$ cat config.mk
export PLATFORM = sky130hd
export DESIGN_NAME = fcpg_top
export DESIGN_NICKNAME = d
export VERILOG_FILES = /design/src/rtl/fcpg_pkg.sv /design/src/rtl/fcpg_top.sv /design/src/rtl/fcpg_prescaler.sv /design/src/rtl/fcpg_channel.sv
export SDC_FILE = /design/constraint.sdc
export NUM_CORES = 1
export LEC_CHECK = 0
export ABC_AREA = 1
export BUFFER_PORTS_ARGS = -buffer_cell sky130_fd_sc_hd__buf_2
export CAP_MARGIN = 20
export CORE_MARGIN = 2
export CORE_UTILIZATION = 35
export CTS_CLUSTER_DIAMETER = 50
export DETAILED_ROUTE_END_ITERATION = 6
export PLACE_DENSITY = 0.48
export SETUP_SLACK_MARGIN = 0.05
export SYNTH_ARGS = -nofsm -noshare
export SYNTH_HDL_FRONTEND = slang
export SYNTH_SLANG_ARGS = --single-unit
$ cat constraint.sdc
create_clock -name i_ref_clk -period 6.6 [get_ports i_ref_clk]
set_input_delay 0.66 -clock i_ref_clk [delete_from_list [all_inputs] [get_ports i_ref_clk]]
set_output_delay 0.66 -clock i_ref_clk [all_outputs]
set_load 0.01 [all_outputs]
$ cat src/rtl/fcpg_pkg.sv
// Package for the four channel PWM generator: register map, field positions
// and reset values. Assumes an 8-bit register port with byte-wide data.
package fcpg_pkg;
  localparam int unsigned ADDR_W = 8;
  localparam int unsigned DATA_W = 8;
  localparam int unsigned CNT_W = 10;
  localparam int unsigned NUM_CH = 4;
  localparam int unsigned HI_W = 2;

  // Register offsets
  localparam logic [7:0] OFS_PERIOD_HIGH_BITS = 8'hD1;
  localparam logic [7:0] OFS_DUTY_CH0_HIGH_BITS = 8'hD2;
  localparam logic [7:0] OFS_DUTY_CH1_HIGH_BITS = 8'hD3;
  localparam logic [7:0] OFS_DUTY_CH2_HIGH_BITS = 8'hD5;
  localparam logic [7:0] OFS_DUTY_CH3_HIGH_BITS = 8'hD6;
  localparam logic [7:0] OFS_PERIOD_LOW_BYTE = 8'hD9;
  localparam logic [7:0] OFS_DUTY_CH0_LOW_BYTE = 8'hDA;
  localparam logic [7:0] OFS_DUTY_CH1_LOW_BYTE = 8'hDB;
  localparam logic [7:0] OFS_GENERATOR_CONTROL = 8'hDC;
  localparam logic [7:0] OFS_DUTY_CH2_LOW_BYTE = 8'hDD;
  localparam logic [7:0] OFS_DUTY_CH3_LOW_BYTE = 8'hDE;
  localparam logic [7:0] OFS_IRQ_STATUS = 8'hE0;
  localparam logic [7:0] OFS_IRQ_MASK = 8'hE1;
  localparam logic [7:0] OFS_PRESCALE = 8'hE2;

  // Control register fields
  localparam int unsigned CTL_RUN_BIT = 7;
  localparam int unsigned CTL_LOAD_BIT = 6;
  localparam int unsigned CTL_FLAG_BIT = 5;
  localparam int unsigned CTL_CLEAR_BIT = 4;
  localparam int unsigned CTL_INV_LSB = 0;

  // Interrupt status fields
  localparam int unsigned IRQ_UNDERFLOW_BIT = 0;
  localparam int unsigned IRQ_TRANSFER_BIT = 1;
  localparam int unsigned IRQ_W = 2;

  // Reset and special values
  localparam logic [7:0] RST_BYTE = 8'h00;
  localparam logic [9:0] CNT_CLEAR_VAL = 10'h000;
  localparam logic [9:0] DUTY_ALL_ONES = 10'h3FF;
  localparam logic [7:0] PRESCALE_RST = 8'h00;
  localparam logic PWM_LEVEL_RST = 1'b1;
endpackage : fcpg_pkg

$ cat src/rtl/fcpg_top.sv
// Four channel PWM generator: register file, shared 10-bit down counter,
// double-buffered period and duty values, interrupt logic.
// Assumes a simple byte register port; read data appear one cycle later.
// The brake function is not part of this block: a halted generator
// freezes its compare levels, so software parks them through the duty values
// before clearing run.
//
// Behaviour
// - Writing one to the counter clear bit sets the down counter to 000H.
// - The run bit starts the counter; clearing it halts it at its current value.
// - Each output is high while the counter is not below its duty, else low.
// - On underflow the counter reloads from the period value and repeats.
// - Period and duty are buffered and take effect at underflow with load set.
// - A duty above the reloaded period gives a permanently low output.
// - A duty of all zeroes gives a permanently high output.
// - A duty of all ones gives a permanently low output.
// - Each channel has an invert bit that flips its output.
// - After the transfer, load bit and underflow flag clear one cycle later.
// - Period and duty are 10 bits: low byte plus bits 1:0 of a high register.
// - After reset each internal output is one; rate is clock over (1 + prescale divisor) times (1 + period).
// - Load set without run never transfers, since transfer needs underflow.
// - The underflow flag reads one once the counter has underflowed.
`timescale 1ns/100ps
module fcpg_top (
  // Clock and reset
  input wire logic i_ref_clk,
  input wire logic i_rst,
  // Register port
  input wire logic [fcpg_pkg::ADDR_W-1:0] i_addr,
  input wire logic [fcpg_pkg::DATA_W-1:0] i_wdata,
  input wire logic i_wr,
  input wire logic i_rd,
  output logic [fcpg_pkg::DATA_W-1:0] o_rdata,
  // PWM outputs
  output logic [fcpg_pkg::NUM_CH-1:0] o_pwm,
  // Interrupt
  output logic o_irq
);
  import fcpg_pkg::*;

  // Channel index of a duty low-byte register, or 4 when not a duty low-byte register
  function automatic logic [2:0] duty_low_ch(input logic [7:0] a);
    case (a)
      OFS_DUTY_CH0_LOW_BYTE: duty_low_ch = 3'h0;
      OFS_DUTY_CH1_LOW_BYTE: duty_low_ch = 3'h1;
      OFS_DUTY_CH2_LOW_BYTE: duty_low_ch = 3'h2;
      OFS_DUTY_CH3_LOW_BYTE: duty_low_ch = 3'h3;
      default: duty_low_ch = 3'h4;
    endcase
  endfunction

  function automatic logic [2:0] duty_high_ch(input logic [7:0] a);
    case (a)
      OFS_DUTY_CH0_HIGH_BITS: duty_high_ch = 3'h0;
      OFS_DUTY_CH1_HIGH_BITS: duty_high_ch = 3'h1;
      OFS_DUTY_CH2_HIGH_BITS: duty_high_ch = 3'h2;
      OFS_DUTY_CH3_HIGH_BITS: duty_high_ch = 3'h3;
      default: duty_high_ch = 3'h4;
    endcase
  endfunction

  // Pads a 2-bit high field into a byte with zero reserved bits
  function automatic logic [7:0] high_byte(input logic [9:0] v);
    high_byte = {6'h00, v[9:8]};
  endfunction

  // A strobe beside a matching address selects one register
  function automatic logic hit(input logic s, input logic [7:0] a, input logic [7:0] ofs);
    hit = s && (a == ofs);
  endfunction

  // Buffered (software) values
  logic [9:0] period_buf_q;
  logic [9:0] duty_buf_q [NUM_CH];
  // Working values used by the counter and comparators
  logic [9:0] period_work_q;
  logic [9:0] duty_work_q [NUM_CH];
  logic [9:0] cnt_q;
  logic [9:0] cnt_d;

  // Control bits
  logic run_q;
  logic load_q;
  logic flag_q;
  logic [NUM_CH-1:0] inv_q;
  logic [7:0] prescale_q;

  // Interrupt state
  logic [IRQ_W-1:0] irq_stat_q;
  logic [IRQ_W-1:0] irq_mask_q;

  // Internal strobes
  logic tick;
  logic underflow;
  logic xfer;
  logic xfer_q;
  logic wr_ctl;
  logic clr_req;
  logic [2:0] wr_lo_ch;
  logic [2:0] wr_hi_ch;
  logic [7:0] rdata_d;
  logic wr_per_lo;
  logic wr_per_hi;
  logic wr_presc;
  logic wr_mask;
  logic rd_stat;
  logic [9:0] reload_val;

  // Register strobes, decoded once and shared by the update processes
  assign wr_ctl = hit(i_wr, i_addr, OFS_GENERATOR_CONTROL);
  assign wr_per_lo = hit(i_wr, i_addr, OFS_PERIOD_LOW_BYTE);
  assign wr_per_hi = hit(i_wr, i_addr, OFS_PERIOD_HIGH_BITS);
  assign wr_presc = hit(i_wr, i_addr, OFS_PRESCALE);
  assign wr_mask = hit(i_wr, i_addr, OFS_IRQ_MASK);
  assign rd_stat = hit(i_rd, i_addr, OFS_IRQ_STATUS);
  assign clr_req = wr_ctl && i_wdata[CTL_CLEAR_BIT];
  assign wr_lo_ch = i_wr ? duty_low_ch(i_addr) : 3'h4;
  assign wr_hi_ch = i_wr ? duty_high_ch(i_addr) : 3'h4;

  // Counter advances on prescaler ticks only while running
  fcpg_prescaler u_prescaler (
    .i_ref_clk(i_ref_clk),
    .i_rst(i_rst),
    .i_run(run_q),
    .i_div(prescale_q),
    .o_tick(tick)
  );

  // Underflow is the step taken from zero; transfer needs load as well
  assign underflow = tick && (cnt_q == CNT_CLEAR_VAL);
  assign xfer = underflow && load_q;
  // New period is used at once when the transfer happens at this underflow
  assign reload_val = load_q ? period_buf_q : period_work_q;

  // Period buffer, split over two byte registers
  always_ff @(posedge i_ref_clk or posedge i_rst) begin
    if (i_rst) begin
      period_buf_q <= {HI_W'(0), RST_BYTE};
    end else if (wr_per_lo) begin
      period_buf_q[7:0] <= i_wdata;
    end else if (wr_per_hi) begin
      period_buf_q[9:8] <= i_wdata[1:0];
    end
  end

  // Duty buffers, writable at any time without disturbing the output
  always_ff @(posedge i_ref_clk or posedge i_rst) begin
    if (i_rst) begin
      for (int c = 0; c < NUM_CH; c++) begin
        duty_buf_q[c] <= {HI_W'(0), RST_BYTE};
      end
    end else begin
      for (int c = 0; c < NUM_CH; c++) begin
        if (wr_lo_ch == 3'(c)) begin
          duty_buf_q[c][7:0] <= i_wdata;
        end
        if (wr_hi_ch == 3'(c)) begin
          duty_buf_q[c][9:8] <= i_wdata[1:0];
        end
      end
    end
  end

  // Working period changes only at an underflow with load pending
  always_ff @(posedge i_ref_clk or posedge i_rst) begin
    if (i_rst) begin
      period_work_q <= CNT_CLEAR_VAL;
    end else if (xfer) begin
      period_work_q <= period_buf_q;
    end
  end

  // Working duties move with the period, so no period mixes old and new
  always_ff @(posedge i_ref_clk or posedge i_rst) begin
    if (i_rst) begin
      for (int c = 0; c < NUM_CH; c++) begin
        duty_work_q[c] <= CNT_CLEAR_VAL;
      end
    end else if (xfer) begin
      for (int c = 0; c < NUM_CH; c++) begin
        duty_work_q[c] <= duty_buf_q[c];
      end
    end
  end

  // Next counter value; clear takes priority over counting
  always_comb begin
    cnt_d = cnt_q;
    if (clr_req) begin
      cnt_d = CNT_CLEAR_VAL;
    end else if (underflow) begin
      cnt_d = reload_val;
    end else if (tick) begin
      cnt_d = cnt_q - 10'h001;
    end
  end

  // Shared down counter
  always_ff @(posedge i_ref_clk or posedge i_rst) begin
    if (i_rst) begin
      cnt_q <= CNT_CLEAR_VAL;
    end else begin
      cnt_q <= cnt_d;
    end
  end

  // Transfer marker, one cycle after the underflow
  always_ff @(posedge i_ref_clk or posedge i_rst) begin
    if (i_rst) begin
      xfer_q <= 1'b0;
    end else begin
      xfer_q <= xfer;
    end
  end

  // Run control; halting stops the prescaler and so the counter
  always_ff @(posedge i_ref_clk or posedge i_rst) begin
    if (i_rst) begin
      run_q <= 1'b0;
    end else if (wr_ctl) begin
      run_q <= i_wdata[CTL_RUN_BIT];
    end
  end

  // Invert controls, applied after the level so they act even when halted
  always_ff @(posedge i_ref_clk or posedge i_rst) begin
    if (i_rst) begin
      inv_q <= '0;
    end else if (wr_ctl) begin
      inv_q <= i_wdata[CTL_INV_LSB +: NUM_CH];
    end
  end

  // Load bit: software sets it, hardware clears it after the transfer.
  // A software write in the clear cycle wins so a new request is kept.
  always_ff @(posedge i_ref_clk or posedge i_rst) begin
    if (i_rst) begin
      load_q <= 1'b0;
    end else if (wr_ctl) begin
      load_q <= i_wdata[CTL_LOAD_BIT];
    end else if (xfer_q) begin
      load_q <= 1'b0;
    end
  end

  // Underflow flag: a fresh underflow beats any clear in the same cycle
  always_ff @(posedge i_ref_clk or posedge i_rst) begin
    if (i_rst) begin
      flag_q <= 1'b0;
    end else if (underflow) begin
      flag_q <= 1'b1;
    end else if (wr_ctl) begin
      flag_q <= i_wdata[CTL_FLAG_BIT];
    end else if (xfer_q) begin
      flag_q <= 1'b0;
    end
  end

  // Prescale divisor, added for slower counter rates
  always_ff @(posedge i_ref_clk or posedge i_rst) begin
    if (i_rst) begin
      prescale_q <= PRESCALE_RST;
    end else if (wr_presc) begin
      prescale_q <= i_wdata;
    end
  end

  // Interrupt mask
  always_ff @(posedge i_ref_clk or posedge i_rst) begin
    if (i_rst) begin
      irq_mask_q <= '0;
    end else if (wr_mask) begin
      irq_mask_q <= i_wdata[IRQ_W-1:0];
    end
  end

  // Sticky status, cleared by a read; a new event in that cycle survives
  always_ff @(posedge i_ref_clk or posedge i_rst) begin
    if (i_rst) begin
      irq_stat_q <= '0;
    end else begin
      if (rd_stat) begin
        irq_stat_q <= '0;
      end
      if (underflow) begin
        irq_stat_q[IRQ_UNDERFLOW_BIT] <= 1'b1;
      end
      if (xfer) begin
        irq_stat_q[IRQ_TRANSFER_BIT] <= 1'b1;
      end
    end
  end

  // Level interrupt from any unmasked status bit
  // Left combinational so a mask write reaches the pin in the next cycle
  assign o_irq = |(irq_stat_q & irq_mask_q);

  // Read decode; reserved bits and unmapped offsets read zero
  always_comb begin
    rdata_d = 8'h00;
    case (i_addr)
      OFS_PERIOD_LOW_BYTE: rdata_d = period_buf_q[7:0];
      OFS_PERIOD_HIGH_BITS: rdata_d = high_byte(period_buf_q);
      OFS_DUTY_CH0_LOW_BYTE: rdata_d = duty_buf_q[0][7:0];
      OFS_DUTY_CH1_LOW_BYTE: rdata_d = duty_buf_q[1][7:0];
      OFS_DUTY_CH2_LOW_BYTE: rdata_d = duty_buf_q[2][7:0];
      OFS_DUTY_CH3_LOW_BYTE: rdata_d = duty_buf_q[3][7:0];
      OFS_DUTY_CH0_HIGH_BITS: rdata_d = high_byte(duty_buf_q[0]);
      OFS_DUTY_CH1_HIGH_BITS: rdata_d = high_byte(duty_buf_q[1]);
      OFS_DUTY_CH2_HIGH_BITS: rdata_d = high_byte(duty_buf_q[2]);
      OFS_DUTY_CH3_HIGH_BITS: rdata_d = high_byte(duty_buf_q[3]);
      OFS_GENERATOR_CONTROL: begin
        // Clear bit is a strobe and always reads zero
        rdata_d = {run_q, load_q, flag_q, 1'b0, inv_q};
      end
      OFS_IRQ_STATUS: rdata_d = {6'h00, irq_stat_q};
      OFS_IRQ_MASK: rdata_d = {6'h00, irq_mask_q};
      OFS_PRESCALE: rdata_d = prescale_q;
      default: rdata_d = 8'h00;
    endcase
  end

  // Read data held only in the cycle after the strobe
  always_ff @(posedge i_ref_clk or posedge i_rst) begin
    if (i_rst) begin
      o_rdata <= 8'h00;
    end else if (i_rd) begin
      o_rdata <= rdata_d;
    end else begin
      o_rdata <= 8'h00;
    end
  end

  // One comparator per channel against the shared counter
  for (genvar g = 0; g < NUM_CH; g++) begin : g_ch
    fcpg_channel u_channel (
      .i_ref_clk(i_ref_clk),
      .i_rst(i_rst),
      .i_step(tick),
      .i_cnt(cnt_q),
      .i_duty(duty_work_q[g]),
      .i_inv(inv_q[g]),
      .o_pwm(o_pwm[g])
    );
  end
endmodule // fcpg_top

$ cat src/rtl/fcpg_prescaler.sv
// Clock prescaler: one-cycle enable every (divisor + 1) clocks.
// Assumes the divisor is held stable by software while running.
`timescale 1ns/100ps
module fcpg_prescaler (
  // Clock and reset
  input wire logic i_ref_clk,
  input wire logic i_rst,
  // Control
  input wire logic i_run,
  input wire logic [7:0] i_div,
  // Enable out
  output logic o_tick
);
  import fcpg_pkg::*;

  logic [7:0] cnt_q;

  // Restart when halted so the first tick after run is a full interval
  always_ff @(posedge i_ref_clk or posedge i_rst) begin
    if (i_rst) begin
      cnt_q <= 8'h00;
    end else if (!i_run || o_tick) begin
      cnt_q <= 8'h00;
    end else begin
      cnt_q <= cnt_q + 8'h01;
    end
  end

  assign o_tick = i_run && (cnt_q == i_div);
endmodule // fcpg_prescaler

$ cat src/rtl/fcpg_channel.sv
// One PWM channel: compare of the shared counter against the working duty.
// Assumes counter and duty are the working (transferred) values.
`timescale 1ns/100ps
module fcpg_channel (
  // Clock and reset
  input wire logic i_ref_clk,
  input wire logic i_rst,
  // Timing
  input wire logic i_step,
  input wire logic [9:0] i_cnt,
  // Settings
  input wire logic [9:0] i_duty,
  input wire logic i_inv,
  // Output
  output logic o_pwm
);
  import fcpg_pkg::*;

  logic level_q;
  logic level_d;

  // High while counter not below duty; all ones forces low
  always_comb begin
    level_d = (i_cnt >= i_duty);
    if (i_duty == DUTY_ALL_ONES) begin
      level_d = 1'b0;
    end
  end

  // Level only moves on counter steps, so it freezes when halted
  always_ff @(posedge i_ref_clk or posedge i_rst) begin
    if (i_rst) begin
      level_q <= PWM_LEVEL_RST;
    end else if (i_step) begin
      level_q <= level_d;
    end
  end

  // Invert stage registered so the pin comes from a flop
  always_ff @(posedge i_ref_clk or posedge i_rst) begin
    if (i_rst) begin
      o_pwm <= PWM_LEVEL_RST;
    end else begin
      o_pwm <= level_q ^ i_inv;
    end
  end
endmodule // fcpg_channel

# Word level (Yosys, flattened, before mapping)
# Cells that the tools add are included.
[op_classes] addsub=2 multipliers=0 div=0 magnitude_cmp=4 eq_ne=25 shift=0 muxes=22 n_bitwise=6 reduce_logical=22
[op_table] operator="== test 8 bit (second input constant)" n=14
[op_table] operator="one-hot mux 8 bit (14 select lines)" n=1
[op_table] operator="== test 10 bit (second input constant)" n=4
[op_table] operator="greater-or-equal comparator 10 bit" n=4
[op_table] operator="2-to-1 mux 10 bit" n=4
[op_table] operator="one-hot mux 3 bit (4 select lines)" n=2
[op_table] operator="2-to-1 mux 8 bit" n=2
[op_table] operator="== test 3 x 2 -> 1 bit (second input constant)" n=4
[op_table] operator="logical AND 1 bit" n=10
[op_table] operator="logical NOT 10 bit" n=1
[op_table] operator="2-to-1 mux 1 bit" n=10
[op_table] operator="subtractor 10 x 1 -> 10 bit (second input constant)" n=1
[op_table] operator="adder 8 x 1 -> 8 bit (second input constant)" n=1
[op_table] operator="== test 8 bit" n=1
[op_table] operator="== test 3 x 1 -> 1 bit (second input constant)" n=2
[op_table] operator="logical NOT 3 bit" n=2
[op_table] operator="2-to-1 mux 3 bit" n=2
[op_table] operator="nonzero test 2 bit" n=3
[op_table] operator="nonzero test 3 bit" n=2
[op_table] operator="XOR 1 bit" n=4
[op_table] operator="bitwise AND 2 bit" n=1
[op_table] operator="2-to-1 mux 2 bit" n=1
[op_table] operator="AND reduction 2 bit" n=1
[op_table] operator="OR reduction 2 bit" n=1
[op_table] operator="other kinds (3)" n=3
[totals] reg_bits=154 latch_bits=0 ramBits=0 rom_bits=0 in_bits=20 out_inout_bits=13 elab_cells=116 memories=0

# Depth between registers and ports, before layout
[depth] word_depth=5 ltp_mapped=11

# By module
# From an unflattened synthesis, not the netlist that was laid out.
[hier_totals] hier_cells=1131 hier_area_um2=8642.0
[modules_own_cells] module="fcpg_top" n_inst=1 cells_each=786 area_per_inst_um2=6462.4 seq_area_each_um2=3453.3
[modules_own_cells] module="fcpg_channel (g_ch[0].u_channel ...)" n_inst=3 cells_each=68 area_per_inst_um2=417.9 seq_area_each_um2=52.6
[modules_own_cells] module="fcpg_prescaler" n_inst=1 cells_each=73 area_per_inst_um2=519.2 seq_area_each_um2=200.2
[modules_own_cells] module="fcpg_channel (g_ch[2].u_channel)" n_inst=1 cells_each=68 area_per_inst_um2=406.6 seq_area_each_um2=52.6

# Worst setup path before layout
# OpenSTA, ideal clock, no wires.
[synth_path] path_type="input port to flip-flop" startpoint="input i_addr[5] (netlist bit)" endpoint="register duty_buf_q[20] (netlist bit)" setup_time_ns=0.126 arrival_ns=1.731 required_ns=6.474 setup_slack_ns=4.743 stages=11 cell_sequence="inv_1 > nand2_1 > nor2_4 > nand2_1 > nor2_1 > nand2_2 > inv_2 > nand2_2 > buf_2 > nand2_1 > o21ai_1"
[synth_between] elab_chain_len=4 word_cells_on_any_way=7
[synth_rtl] item="start, declared" line="fcpg_top.sv:29" source="input wire logic [fcpg_pkg::ADDR_W-1:0] i_addr,"
[synth_rtl] item="== test 8 bit" line="fcpg_top.sv:43" source="case (a)"
[synth_rtl] item="one-hot mux 3 bit (4 select lines) *" line="fcpg_top.sv:43"
[synth_rtl] item="2-to-1 mux 3 bit *" line="fcpg_top.sv:117" source="assign wr_lo_ch = i_wr ? duty_low_ch(i_addr) : 3'h4;"
[synth_rtl] item="== test 3 x 1 -> 1 bit *" line="fcpg_top.sv:154" source="if (wr_lo_ch == 3'(c)) begin"
[synth_rtl] item="end signal, assigned by index" line="fcpg_top.sv:150" source="duty_buf_q[c] <= {HI_W'(0), RST_BYTE};"
[synth_rtl] item="end signal, assigned by index" line="fcpg_top.sv:155" source="duty_buf_q[c][7:0] <= i_wdata;"
[synth_rtl] item="end signal, assigned by index" line="fcpg_top.sv:158" source="duty_buf_q[c][9:8] <= i_wdata[1:0];"
[synth_rtl] item="end, declared" line="fcpg_top.sv:74" source="logic [9:0] duty_buf_q [NUM_CH];"
# Mark *: on every way between the ends. The rest lies on a longest branch, timed or not.
# A chain may end at the register's enable or synchronous reset.

# Final worst setup path
[layout_path] startpoint="register cnt_q[1]" endpoint="register duty_work_q[35] (netlist bit)"
[layout_between] elab_chain_len=3
[layout_rtl] item="start, declared" line="fcpg_top.sv:78" source="logic [9:0] cnt_q;"
[layout_rtl] item="start signal, assigned" line="fcpg_top.sv:203" source="cnt_q <= cnt_d;"
[layout_rtl] item="logical NOT 10 bit" line="fcpg_top.sv:130" source="assign underflow = tick && (cnt_q == CNT_CLEAR_VAL);"
[layout_rtl] item="logical AND 1 bit" line="fcpg_top.sv:130"
[layout_rtl] item="logical AND 1 bit" line="fcpg_top.sv:131" source="assign xfer = underflow && load_q;"
[layout_rtl] item="end signal, assigned by index" line="fcpg_top.sv:181" source="duty_work_q[c] <= duty_buf_q[c];"
[layout_rtl] item="end, declared" line="fcpg_top.sv:77" source="logic [9:0] duty_work_q [NUM_CH];"
# Every way passes these cells.

==> out/metrics.yaml <==
run_status: "completed"
grt_overflow: 0
synth-async-reset-ratio_pct: 100
slew_viol_final: 0
cp_max_fo: 59
grt_setup_unrepaired: "no"
finalClockSkew_ns: 0.0128
p_clk_share_pct: 46.0
ys_warn_count: 0
worstSetupPathType: "flip-flop to flip-flop"
combPwrFrac_pct: 5.7
crit_required_ns: 6.94
power.density_nw_per_um2: 220
cts_tree: "built"
cp_cell_sequence: "inv_1 -> ha_1 -> nand4_2 -> nor3_4 -> nand4_1 -> buf_4 -> buf_4 -> nand2_1 -> o21ai_2"
irDropWorstVdd_uv: 132
ant_nets: 0
area_growth_syn_to_layout_pct: 10.9
port_buffers: 32
whs_ns: 0.389
ioPinCount: 33
clock-root-buffer: "clkbuf_16"
final.period_utilization_pct: 40.7
start_util_pct: 35.8
antenna_found_initial: 1
yosysSeqAreaShare_pct: 45.7
syn-num-nets: 1092
ys_types: 36
min_period_ns: 2.68
nets: 1117
cts_setup_buffers: 0
die_area_sq_um: 25400
synth_edf_count: 0
fin_ws_ns: 3.92
worst_setup_path_end_kind: "flip-flop"
cp_common_cell: "buf_4"
hold_viol: 0
p_leak_uw: 0.00436
fp.dieW_microns: 159
wl_met1_mm: 11.9
dp_hpwl_mm: 18.1
critPathBufInv: 3
ff2ff_path_depth: 9
relSlewSlack_pct: 41.8
grt_pass1_vias: 6584
crit_arrival_ns: 3.03
clk_path_buf_depth: 2
via_count: 6701
wire_per_inst_microns: 17.6
drv_cap: 0
postSynthCellCount: 1030
wl_mm: 24.4
drc_errors: 0
highest_layer: "met4"
clk_latency_ns: 0.43
worstSetupStartpointType: "flip-flop"
ys_top_cells_by_area: "dfrtp_1, nand2_1, ha_1"
clk_pin_slew_ns: 0.06
row_count: 56
drt_pre_antenna_iters: 5
die-height_microns: 159
internal-power_uw: 1520
synth_seq_cells: 154
min_path_type: "input port to async pin"
cts.sinks: 154
seq_power_share_pct: 48.3
yosys.area.top_type: "dfrtp_1"
gp_congestion: 0.880
avgSynthCellArea_sq_um: 8.21
grt_first_pass_wirelength_mm: 38.6
grt_max_degree: 92
drive_gt1_share_pct: 14.3
grtUsageTotal_pct: 19.9
vias_per_cell: 4.83
switchingPower_uw: 537
htreeDepth: 4
core_sq_um: 23600
cpMaxStageDelayCell: "buf_4"
switching_share_pct: 26.0
cts_buffers: 17
wl_met2_mm: 11.2
fin_tns_setup_ns: 0
tightestPinTransition_ns: 0.874
synth.cell_area_sq_um: 8460
slowest_delay_ns: 0.67
first_iter_violations: 491
finalSetupViolCount: 0
yosysTopAreaCellShare_pct: 43.2
met3_length_microns: 909
max_freq_ghz: 0.373
path_depth: 9
crit_family: "buffers and inverters"
place_ws_ns: 3.90
cts_hold_buffers: 0
cts-resized-gates: 0
synth_ff_type: "dfrtp_1"
==> cell families (layout without fill, tap and decap cells) <==
kind of cell / count (synthesis) / in the layout / synth area share, %
AO/OA/AOI/OAI: 194 / 194 / 14.0
XOR/XNOR: 12 / 12 / 1.24
adder cells (fa/ha/maj): 42 / 42 / 6.21
buffers and inverters: 179 / 217 / 9.39
flip-flops: 154 / 154 / 45.7
other: 0 / 1 / 0
AND/OR/NAND/NOR: 449 / 449 / 23.5
==> through the flow <==
stage | cell area [sq um] | utilization [%] | cells | total power, uW
2_1_floorplan | 8460 | - | 1030 | 1080
3_3_place_gp | 8830 | 37.4 | 1355 | 1130
3_5_place_dp | 8830 | 37.4 | 1355 | 1130
4_1_cts | 9380 | 39.7 | 1387 | 2080
5_1_grt | 9380 | 39.7 | 1387 | 2140
6_report | 9390 | 39.7 | 1388 | 2060
==> cell usage after synthesis, types with 4 or more instances <==
cell	number
nand2_1	246
dfrtp_1	146
inv_1	139
o21ai_0	77
nor2_1	70
nand3_1	61
ha_1	42
o21ai_2	41
nand4_1	35
a21oi_1	28
o21ai_1	28
buf_6	13
nand2_2	11
xor2_1	11
clkbuf_1	9
dfstp_2	8
inv_2	8
nor2_4	7
nor3_1	7
nor2_2	6
o211ai_1	6
o21a_1	6
buf_2	5
buf_4	5
o22ai_1	4
==> sequential cells by signal, indices dropped and copies added (netlist names), 4 cells and up <==
register                flops
cnt_q                      10
duty_buf_q                 40
duty_work_q                40
g_ch.u_channel.level_q      4
g_ch.u_channel.o_pwm        4
inv_q                       4
o_rdata                     8
period_buf_q               10
period_work_q              10
prescale_q                  8
u_prescaler.cnt_q           8
==> cells in the final DEF, fill, tap and decap left out, types with 3 or more instances in the layout <==
| cell type | n |
|---|---|
| o21a_1 | 6 |
| inv_2 | 8 |
| a21oi_1 | 28 |
| o211ai_1 | 6 |
| o21ai_0 | 77 |
| xor2_1 | 11 |
| dfrtp_1 | 146 |
| nand2_2 | 11 |
| nand4_1 | 35 |
| o21ai_1 | 28 |
| ha_1 | 42 |
| inv_1 | 138 |
| clkinv_4 | 3 |
| nand2_1 | 246 |
| nor2_1 | 70 |
| buf_4 | 6 |
| clkbuf_16 | 17 |
| nand3_1 | 61 |
| clkbuf_1 | 3 |
| nor2_2 | 6 |
| o22ai_1 | 4 |
| o21ai_2 | 41 |
| dfstp_2 | 8 |
| buf_2 | 32 |
| inv_6 | 3 |
| nor3_1 | 7 |
| clkinvlp_4 | 4 |
| nor2_4 | 7 |
==> path summary, 6_finish.rpt <==
path | start | endpoint | slack, ns
setup / recovery | cnt_q[1] | duty_work_q[35] | 3.92
hold / removal | i_rst | duty_work_q[17] | 0.39
setup reg to reg | cnt_q[1] | duty_work_q[35] | 3.92
hold reg to reg | period_work_q[4] | period_work_q[4] | 0.48
max in group asynchronous | i_rst | duty_buf_q[8] | 4.86
min in group i_ref_clk | period_work_q[4] | period_work_q[4] | 0.48
==> layer usage <==
| layer | GRT usage, % | vias to the layer above |
|---|---|---|
| met1 | 28.3 | 3151 |
| met2 | 31.7 | 110 |
| met3 | 3.13 | 24 |
| li1 | - | 3416 |
| met4 | 5.21 | 0 |
| met5 | 0 | - |
==> area by class of cell <==
type	instances	area, sq um
timing repair buffer	38	205
inverter	147	557
multi-input combinational	697	3800
antenna	1	2.50
sequential	154	3860
tap	319	399
clock inverter	12	120
clock buffer	20	437
fill	2466	14200
==> power by group through the flow <==
stage | clock network [uW] | logic [uW] | registers (uW)
floorplan | 0 | 73.8 | 1000
global placement | 0 | 120 | 1010
global route | 1000 | 135 | 998
finish | 948 | 118 | 995
detailed placement | 0 | 121 | 1010
CTS | 964 | 121 | 995
(Power assumes the default switching activity.)
